===== config.mk =====
export PLATFORM = sky130hd
export DESIGN_NAME = fdtm_top
export DESIGN_NICKNAME = d
export VERILOG_FILES = /design/src/verilog/fdtm_pkg.sv /design/src/verilog/fdtm_detect.sv /design/src/verilog/fdtm_top.sv
export VERILOG_INCLUDE_DIRS = /design/src /design/src/verilog
export SDC_FILE = /design/constraint.sdc
export NUM_CORES = 1
export LEC_CHECK = 0
export BUFFER_PORTS_ARGS = -buffer_cell sky130_fd_sc_hd__buf_2
export CORE_MARGIN = 2
export CORE_UTILIZATION = 55
export CTS_BUF_LIST = sky130_fd_sc_hd__clkbuf_4 sky130_fd_sc_hd__clkbuf_8
export DETAILED_ROUTE_END_ITERATION = 6
export GPL_TIMING_DRIVEN = 0
export PLACE_DENSITY = 0.81
export SLEW_MARGIN = 15
export SYNTH_ARGS = -nofsm -noshare
export SYNTH_HDL_FRONTEND = slang
export SYNTH_SLANG_ARGS = --single-unit

===== constraint.sdc =====
create_clock -name core_clk_i -period 2.7 [get_ports core_clk_i]
set_clock_uncertainty 0.05 [all_clocks]
set_input_delay 0.54 -clock core_clk_i [delete_from_list [all_inputs] [get_ports core_clk_i]]
set_output_delay 0.54 -clock core_clk_i [all_outputs]
set_load 0.02 [all_outputs]

===== src/verilog/fdtm_params.svh =====
// Constants for the fast-detect threshold monitor: offsets, fields, resets.
`ifndef FDTM_PARAMS_SVH
`define FDTM_PARAMS_SVH

// Register offsets.
`define FDTM_OFF_CTRL   12'h245
`define FDTM_OFF_UPP_LO 12'h247
`define FDTM_OFF_UPP_HI 12'h248
`define FDTM_OFF_LOW_LO 12'h249
`define FDTM_OFF_LOW_HI 12'h24A
`define FDTM_OFF_DWL_LO 12'h24B
`define FDTM_OFF_DWL_HI 12'h24C
`define FDTM_OFF_SYNC   12'h26F
`define FDTM_OFF_PER_0  12'h271
`define FDTM_OFF_PER_1  12'h272
`define FDTM_OFF_PER_2  12'h273

// Field positions.
`define FDTM_BIT_FD_EN     0
`define FDTM_BIT_FORCE_VAL 2
`define FDTM_BIT_FORCE_EN  3
`define FDTM_BIT_SYNC_EN   0
`define FDTM_BIT_SYNC_MODE 1

// Writable-bit masks; reserved bits read as zero.
`define FDTM_MASK_CTRL   8'h0D
`define FDTM_MASK_THR_HI 8'h1F
`define FDTM_MASK_SYNC   8'h03
`define FDTM_MASK_PER_0  8'hFE

// Reset values.
`define FDTM_RST_BYTE   8'h00
`define FDTM_RST_PERIOD 24'h000080

`endif


===== src/verilog/fdtm_pkg.sv =====
// Types shared by the fast-detect threshold monitor files.
package fdtm_pkg;
  typedef logic [12:0] fdtm_mag_t;
  typedef logic [7:0]  fdtm_byte_t;
  typedef logic [11:0] fdtm_addr_t;
  typedef logic [1:0]  fdtm_sel_t;
endpackage : fdtm_pkg


===== src/verilog/fdtm_detect.sv =====
// One channel of threshold detection with dwell release and forced level.
`timescale 1ns/1ps
`include "fdtm_params.svh"
module fdtm_detect #(
  parameter int MAG_W   = 13,
  parameter int DWELL_W = 16
) (
  input  wire logic               core_clk_i,
  input  wire logic               rst_n_i,
  input  wire logic               fd_en_i,
  input  wire logic               force_en_i,
  input  wire logic               force_val_i,
  input  wire logic [MAG_W-1:0]   upper_i,
  input  wire logic [MAG_W-1:0]   lower_i,
  input  wire logic [DWELL_W-1:0] dwell_i,
  input  wire logic [MAG_W-1:0]   mag_i,
  output logic                    pin_o
);
  import fdtm_pkg::*;

  logic               flag_reg;
  logic               flag_next;
  logic [DWELL_W-1:0] cnt_reg;
  logic [DWELL_W-1:0] cnt_next;

  // Detection flag and dwell counter next state.
  always_comb begin
    flag_next = flag_reg;
    cnt_next  = cnt_reg;
    if (!fd_en_i) begin
      flag_next = 1'b0;
      cnt_next  = dwell_i;
    end else begin
      if (mag_i > upper_i) begin
        flag_next = 1'b1;
      end
      if (mag_i >= lower_i) begin
        cnt_next = dwell_i;
      end else if (cnt_reg == '0) begin
        flag_next = (mag_i > upper_i);
      end else begin
        cnt_next = cnt_reg - 1'b1;
      end
    end
  end

  // Flag, counter and the registered pin, with the override taking priority.
  always_ff @(posedge core_clk_i or negedge rst_n_i) begin
    if (!rst_n_i) begin
      flag_reg <= 1'b0;
      cnt_reg  <= '0;
      pin_o    <= 1'b0;
    end else begin
      flag_reg <= flag_next;
      cnt_reg  <= cnt_next;
      pin_o    <= force_en_i ? force_val_i : flag_next;
    end
  end
endmodule : fdtm_detect


===== src/verilog/fdtm_top.sv =====
// Fast-detect threshold monitor for two channels with signal-monitor sync control.
`timescale 1ns/1ps
`include "fdtm_params.svh"
module fdtm_top #(
  parameter int PERIOD_W = 24
) (
  input  wire logic               core_clk_i,
  input  wire logic               rst_n_i,
  input  wire fdtm_pkg::fdtm_mag_t  sample_mag_a_i,
  input  wire fdtm_pkg::fdtm_mag_t  sample_mag_b_i,
  input  wire logic               sysref_i,
  input  wire logic               sysref_en_i,
  input  wire fdtm_pkg::fdtm_addr_t reg_addr_i,
  input  wire fdtm_pkg::fdtm_sel_t  reg_chan_sel_i,
  input  wire logic               reg_wr_en_i,
  input  wire logic               reg_rd_en_i,
  input  wire fdtm_pkg::fdtm_byte_t reg_wdata_i,
  output fdtm_pkg::fdtm_byte_t      reg_rdata_o,
  output logic                    threshold_flag_out_a_o,
  output logic                    threshold_flag_out_b_o,
  output logic                    monitor_sync_o,
  output logic                    monitor_period_end_o
);
  import fdtm_pkg::*;

  localparam int NUM_CH = 2;

  // Joins a high byte holding five bits with a low byte into a threshold.
  function automatic fdtm_mag_t fdtm_join_thr(input fdtm_byte_t hi, input fdtm_byte_t lo);
    fdtm_join_thr = {hi[4:0], lo};
  endfunction : fdtm_join_thr

  ////////////////////////////////////////////////////////////////////////////
  // Per-channel register storage.
  fdtm_byte_t ctrl_reg    [NUM_CH];
  fdtm_byte_t upp_lo_reg  [NUM_CH];
  fdtm_byte_t upp_hi_reg  [NUM_CH];
  fdtm_byte_t low_lo_reg  [NUM_CH];
  fdtm_byte_t low_hi_reg  [NUM_CH];
  fdtm_byte_t dwl_lo_reg  [NUM_CH];
  fdtm_byte_t dwl_hi_reg  [NUM_CH];
  fdtm_mag_t  mag_w       [NUM_CH];
  logic       pin_w       [NUM_CH];

  // Shared signal-monitor registers and state.
  fdtm_byte_t            sync_ctrl_reg;
  logic [PERIOD_W-1:0]   period_reg;
  logic [PERIOD_W-1:0]   period_cnt_reg;
  logic                  sysref_d_reg;
  logic                  sysref_edge;
  logic                  sync_fire;
  logic                  sync_wr;
  fdtm_byte_t            rdata_next;
  int unsigned           rd_ch;

  assign mag_w[0] = sample_mag_a_i;
  assign mag_w[1] = sample_mag_b_i;

  ////////////////////////////////////////////////////////////////////////////
  // Channel register writes; each channel selected in the mask takes the write.
  always_ff @(posedge core_clk_i or negedge rst_n_i) begin
    if (!rst_n_i) begin
      for (int c = 0; c < NUM_CH; c++) begin
        ctrl_reg[c]   <= `FDTM_RST_BYTE;
        upp_lo_reg[c] <= `FDTM_RST_BYTE;
        upp_hi_reg[c] <= `FDTM_RST_BYTE;
        low_lo_reg[c] <= `FDTM_RST_BYTE;
        low_hi_reg[c] <= `FDTM_RST_BYTE;
        dwl_lo_reg[c] <= `FDTM_RST_BYTE;
        dwl_hi_reg[c] <= `FDTM_RST_BYTE;
      end
    end else begin
      for (int c = 0; c < NUM_CH; c++) begin
        if (reg_wr_en_i && reg_chan_sel_i[c]) begin
          case (reg_addr_i)
            `FDTM_OFF_CTRL:   ctrl_reg[c]   <= reg_wdata_i & `FDTM_MASK_CTRL;
            `FDTM_OFF_UPP_LO: upp_lo_reg[c] <= reg_wdata_i;
            `FDTM_OFF_UPP_HI: upp_hi_reg[c] <= reg_wdata_i & `FDTM_MASK_THR_HI;
            `FDTM_OFF_LOW_LO: low_lo_reg[c] <= reg_wdata_i;
            `FDTM_OFF_LOW_HI: low_hi_reg[c] <= reg_wdata_i & `FDTM_MASK_THR_HI;
            `FDTM_OFF_DWL_LO: dwl_lo_reg[c] <= reg_wdata_i;
            `FDTM_OFF_DWL_HI: dwl_hi_reg[c] <= reg_wdata_i;
            default: ;
          endcase
        end
      end
    end
  end

  ////////////////////////////////////////////////////////////////////////////
  // One detector per channel, fed from that channel's registers.
  for (genvar g = 0; g < NUM_CH; g++) begin : g_ch
    fdtm_detect #(
      .MAG_W   (13),
      .DWELL_W (16)
    ) u_detect (
      .core_clk_i  (core_clk_i),
      .rst_n_i     (rst_n_i),
      .fd_en_i     (ctrl_reg[g][`FDTM_BIT_FD_EN]),
      .force_en_i  (ctrl_reg[g][`FDTM_BIT_FORCE_EN]),
      .force_val_i (ctrl_reg[g][`FDTM_BIT_FORCE_VAL]),
      .upper_i     (fdtm_join_thr(upp_hi_reg[g], upp_lo_reg[g])),
      .lower_i     (fdtm_join_thr(low_hi_reg[g], low_lo_reg[g])),
      .dwell_i     ({dwl_hi_reg[g], dwl_lo_reg[g]}),
      .mag_i       (mag_w[g]),
      .pin_o       (pin_w[g])
    );
  end

  // The pins come straight from the detector output flip-flops.
  assign threshold_flag_out_a_o = pin_w[0];
  assign threshold_flag_out_b_o = pin_w[1];

  ////////////////////////////////////////////////////////////////////////////
  // A valid SYSREF edge is a rising edge while the SYSREF input is enabled.
  assign sysref_edge = sysref_i && !sysref_d_reg && sysref_en_i;
  assign sync_fire   = sync_ctrl_reg[`FDTM_BIT_SYNC_EN] && sysref_edge;
  assign sync_wr     = reg_wr_en_i && (reg_addr_i == `FDTM_OFF_SYNC);

  // SYSREF history for edge detection.
  always_ff @(posedge core_clk_i or negedge rst_n_i) begin
    if (!rst_n_i) begin
      sysref_d_reg <= 1'b0;
    end else begin
      sysref_d_reg <= sysref_i;
    end
  end

  // Sync control; a software write in the same cycle beats the self-clear.
  always_ff @(posedge core_clk_i or negedge rst_n_i) begin
    if (!rst_n_i) begin
      sync_ctrl_reg <= `FDTM_RST_BYTE;
    end else if (sync_wr) begin
      sync_ctrl_reg <= reg_wdata_i & `FDTM_MASK_SYNC;
    end else if (sync_fire && sync_ctrl_reg[`FDTM_BIT_SYNC_MODE]) begin
      sync_ctrl_reg[`FDTM_BIT_SYNC_EN] <= 1'b0;
    end
  end

  // Monitor period; the lowest bit is held at zero so only even periods exist.
  always_ff @(posedge core_clk_i or negedge rst_n_i) begin
    if (!rst_n_i) begin
      period_reg <= PERIOD_W'(`FDTM_RST_PERIOD);
    end else if (reg_wr_en_i) begin
      case (reg_addr_i)
        `FDTM_OFF_PER_0: period_reg[7:0]   <= reg_wdata_i & `FDTM_MASK_PER_0;
        `FDTM_OFF_PER_1: period_reg[15:8]  <= reg_wdata_i;
        `FDTM_OFF_PER_2: period_reg[23:16] <= reg_wdata_i;
        default: ;
      endcase
    end
  end

  // Period counter; a sync event realigns it, otherwise it wraps each period.
  always_ff @(posedge core_clk_i or negedge rst_n_i) begin
    if (!rst_n_i) begin
      period_cnt_reg       <= '0;
      monitor_period_end_o <= 1'b0;
    end else if (sync_fire) begin
      period_cnt_reg       <= period_reg - 1'b1;
      monitor_period_end_o <= 1'b0;
    end else if (period_cnt_reg == '0) begin
      period_cnt_reg       <= period_reg - 1'b1;
      monitor_period_end_o <= 1'b1;
    end else begin
      period_cnt_reg       <= period_cnt_reg - 1'b1;
      monitor_period_end_o <= 1'b0;
    end
  end

  // One-cycle alignment pulse toward the signal monitor.
  always_ff @(posedge core_clk_i or negedge rst_n_i) begin
    if (!rst_n_i) begin
      monitor_sync_o <= 1'b0;
    end else begin
      monitor_sync_o <= sync_fire;
    end
  end

  ////////////////////////////////////////////////////////////////////////////
  // Read path: bit 0 of the select picks channel A, else channel B.
  always_comb begin
    rd_ch      = reg_chan_sel_i[0] ? 0 : 1;
    rdata_next = 8'h00;
    case (reg_addr_i)
      `FDTM_OFF_CTRL:   rdata_next = ctrl_reg[rd_ch];
      `FDTM_OFF_UPP_LO: rdata_next = upp_lo_reg[rd_ch];
      `FDTM_OFF_UPP_HI: rdata_next = upp_hi_reg[rd_ch];
      `FDTM_OFF_LOW_LO: rdata_next = low_lo_reg[rd_ch];
      `FDTM_OFF_LOW_HI: rdata_next = low_hi_reg[rd_ch];
      `FDTM_OFF_DWL_LO: rdata_next = dwl_lo_reg[rd_ch];
      `FDTM_OFF_DWL_HI: rdata_next = dwl_hi_reg[rd_ch];
      `FDTM_OFF_SYNC:   rdata_next = sync_ctrl_reg;
      `FDTM_OFF_PER_0:  rdata_next = period_reg[7:0];
      `FDTM_OFF_PER_1:  rdata_next = period_reg[15:8];
      `FDTM_OFF_PER_2:  rdata_next = period_reg[23:16];
      default:          rdata_next = 8'h00;
    endcase
  end

  // Read data is registered and held until the next read.
  always_ff @(posedge core_clk_i or negedge rst_n_i) begin
    if (!rst_n_i) begin
      reg_rdata_o <= 8'h00;
    end else if (reg_rd_en_i) begin
      reg_rdata_o <= rdata_next;
    end
  end
endmodule : fdtm_top


==> results.py <==
metrics = {
    "finish": {
        "final_cell_area_um2": 11820,
        "largest_reg_flops": 32,
        "drive_gt1_frac": 0.1918,
        "nNetsFinal": 1271,
        "area_growth_pct": 10.19,
    },
    "placement": {
        "detailed_place_hpwl_mm": 23.05,
        "place_congestion": 1.007,
        "dpl-instance-area_um2": 11420,
        "port_buffers": 61,
    },
    "worst_setup_path": {
        "cpPeakStageDelay_ns": 0.53,
        "crit_fanout": 10,
        "crit_path_frequent_cell": "buf_2",
        "cp_slowest_cell": "buf_1",
        "critPathArrivalTime_ns": 2.86,
        "cp.required_ns": 2.97,
        "cp_cell_sequence": "buf_2, buf_1, buf_2, buf_2, mux2i_1, o22ai_1, nor3_1, o22ai_1",
        "crit_path_end_kind": "register",
        "criticalPathCategory": "in2reg",
        "crit_path_start_kind": "input pin",
    },
    "pwr": {
        "p_clk_frac": 0.348,
        "leakagePower_nw": 5.660,
        "power_frac_comb": 0.091,
        "switching_share": 0.2862,
        "power.switching_w": 0.001477,
        "peakVddDrop_uv": 294.8,
        "p_int_w": 0.003685,
        "seqPwrFrac": 0.561,
        "cellPowerDensity_nw_per_um2": 436.9,
        "finalPower_w": 0.005162,
    },
    "drt": {
        "drcViolationCount": 1,
        "avgViaCountPerCell": 5.981,
        "ant_nets": 0,
        "routed_wl_mm": 30.18,
        "drt_iter0_drc": 720,
        "wl_per_cell_um": 20.97,
        "via_count": 8607,
        "first_pass_iters": 7,
    },
    "sta": {
        "fmax_ghz": 0.3860,
        "drv_slew": 0,
        "setup_viol": 0,
        "maxSlewHeadroom": 0.3062,
        "post-route-min-period_ns": 2.591,
        "worstMarginPinSlew_ns": 1.032,
        "rsz0062_at_grt": "false",
        "fin_crit_sh": 0.9595,
        "final-hold-violation-count": 0,
    },
    "clock_network": {
        "cts.clk_slew.worst_paths_ns": 0.11,
        "postCtsSetupRepairBufs": 0,
        "clock_latency_ns": 0.49,
        "cts_inserted_buffers": 17,
        "cts_sinks": 186,
        "cts_buffer_depth": 2,
        "htree_num_levels": 4,
        "cts_tree": "yes",
        "cts_root_buffer": "clkbuf_8",
    },
    "grt": {
        "antenna_found_initial": 1,
        "grt.overflow.total": 0,
        "grt_pass1_vias": 8563,
        "grt_pass1_wl_mm": 47.35,
        "gr-usage-all-layers": 0.3075,
        "grt_max_degree": 92,
    },
    "synth": {
        "postSynthCellCount": 1077,
        "ys_top_cells_by_area": "dfrtp_1 (43%), mux2_2 (7.7%), ha_1 (6.7%)",
        "synth_top_area_share": 0.4317,
        "ys_ff_latch": 186,
        "synth.distinct_cells": 71,
        "synth_fp_nets": 1188,
        "yosysWarnings": 0,
        "yosysTopAreaCell": "dfrtp_1",
        "synth_edf_count": 0,
        "ys.flop_type": "dfrtp_1",
        "synthArstFlopShare": 1.000,
        "avgSynthCellArea_um2": 9.956,
        "synth_seq_area_share": 0.4342,
        "synth.cell_area_um2": 10720,
    },
    "die": {
        "ios": 66,
        "fp.dieArea_um2": 20630,
        "die_w_um": 143.6,
        "initial_core_util": 0.5564,
        "die_h_um": 143.6,
        "rows": 51,
        "core-area_um2": 19270,
    },
    "status": {
        "violations": "design-rule violations",
        "status": "finished with violations",
    },
    "run": {
        "cap_viol_max_count": 0,
    },
    "worst_hold_path": {
        "hold_class": "in2reg",
    },
}
-- worst max-delay path, delay by kind of cell --
family | cells | cell delay, ns
AO/OA/AOI/OAI | 2 | 0.27
AND/OR/NAND/NOR | 1 | 0.27
multiplexers | 1 | 0.28
buffers and inverters | 4 | 1.49
-- power by group through the flow --
stage | registers [W] | logic, W | clock network [W]
5_1_grt | 0.00290 | 0.000519 | 0.00193
3_3_place_gp | 0.00294 | 0.000443 | 0
4_1_cts | 0.00289 | 0.000468 | 0.00181
6_report | 0.00289 | 0.000470 | 0.00180
2_1_floorplan | 0.00294 | 0.000249 | 0
3_5_place_dp | 0.00295 | 0.000461 | 0
-- synth_stat cells (3+ instances only) --
cell type and number:
o32ai_1 4, nand3_1 21, nor3_1 22, nand2_1 130, mux2_2 73, ha_1 57
a2111oi_0 5, nor2_2 6, mux2i_1 29, buf_2 10, xnor2_1 36, a211oi_1 6
nor3_2 4, nor3b_1 3, nor2_1 58, a221oi_1 4, nor4_2 3, xor2_1 26
nor4_4 3, nand2b_1 7, nand3b_1 6, nor4_1 14, nor2b_1 9, and3b_1 3
a22oi_1 8, nand4_1 10, a32oi_1 5, mux4_2 6, o31ai_1 24, and3_1 4
dfrtp_1 185, a21o_1 4, a31oi_1 4, clkbuf_1 27, a21oi_1 38, o22ai_1 9
inv_1 67, buf_1 5, o21ai_0 90, or4_1 6, or4_4 3, or3_1 10
-- cells in the final DEF (no fill, tap or decap), types with 17 or more instances in the layout --
cell	n
dfrtp_1	185
nand2_1	130
o21ai_0	90
mux2_2	73
buf_2	70
inv_1	67
nor2_1	57
ha_1	57
a21oi_1	38
xnor2_1	36
mux2i_1	29
xor2_1	26
o31ai_1	24
clkbuf_1	23
nor3_1	22
nand3_1	21
clkbuf_8	17
-- final timing paths --
kind | cells past startpoint | to | slack (ns) | startpoint
max | 8 | reg_rdata_o[7] | 0.11 | reg_chan_sel_i[0]
min in group asynchronous | 2 | g_ch[1].u_detect.cnt_reg[6] | 0.43 | rst_n_i
min | 1 | sysref_d_reg | 0.11 | sysref_i
max reg2reg | 6 | g_ch[0].u_detect.pin_o | 0.14 | g_ch[0].u_detect.cnt_reg[8]
min reg2reg | 1 | period_cnt_reg[0] | 0.47 | period_cnt_reg[0]
max in group asynchronous | 4 | upp_lo_reg[8] | 1.08 | rst_n_i
-- layer usage --
| metal | wire length (um) | share of wire | GRT usage | vias to the layer above |
|---|---|---|---|---|
| met2 | 14700 | 0.49 | 0.5195 | 290 |
| met1 | 12580 | 0.42 | 0.3877 | 4209 |
| li1 | - | - | - | 4036 |
| met5 | 7 | 0.00023 | 0 | - |
| met4 | 1173 | 0.039 | 0.1254 | 2 |
| met3 | 1716 | 0.057 | 0.06165 | 70 |
-- logic make-up (layout without fill, tap and decap cells) --
kind of cell | after synthesis | after routing | synth area share
compound gates | 216 | 216 | 0.1233
simple gates | 337 | 337 | 0.1679
other cells | 0 | 1 | 0
fa+ha+maj | 57 | 57 | 0.06651
mux | 108 | 108 | 0.1163
xor+xnor | 62 | 62 | 0.05064
buf+inv | 111 | 207 | 0.04107
flops | 186 | 186 | 0.4342
-- per-stage QoR --
step,setup slack [ns],std cells,util,hold WS [ns],setup TNS (ns)
floorplan,0.3927,1077,-,0.1944,0
finish,0.1094,1439,0.6131,0.1144,0
detailed placement,-0.4435,1405,0.5928,0.3498,-12.55
global route,0.003645,1438,0.6130,0.09430,0
CTS,0.05043,1438,0.6123,0.1055,0
global placement,-1.890,1403,0.5895,0.4308,-357.41
-- repair_timing --
| action | CTS | global route |
|---|---|---|
| resized for setup | 0 | 13 |
| hold endpoints to repair | 26 | 0 |
| setup endpoints to repair | 0 | 26 |
| hold buffers | 1 | 0 |
-- cell type report --
type,instances,area [um^2]
tap,265,331.6
clock inverter,15,131.4
antenna,1,2.502
clock buffer,17,234.0
fill,1615,7456
multi-input combinational,780,5630
inverter,67,251.5
sequential,186,4656
timing repair buffer,64,380.4
buffer,44,197.7
Power figures use the tool's default switching activity.
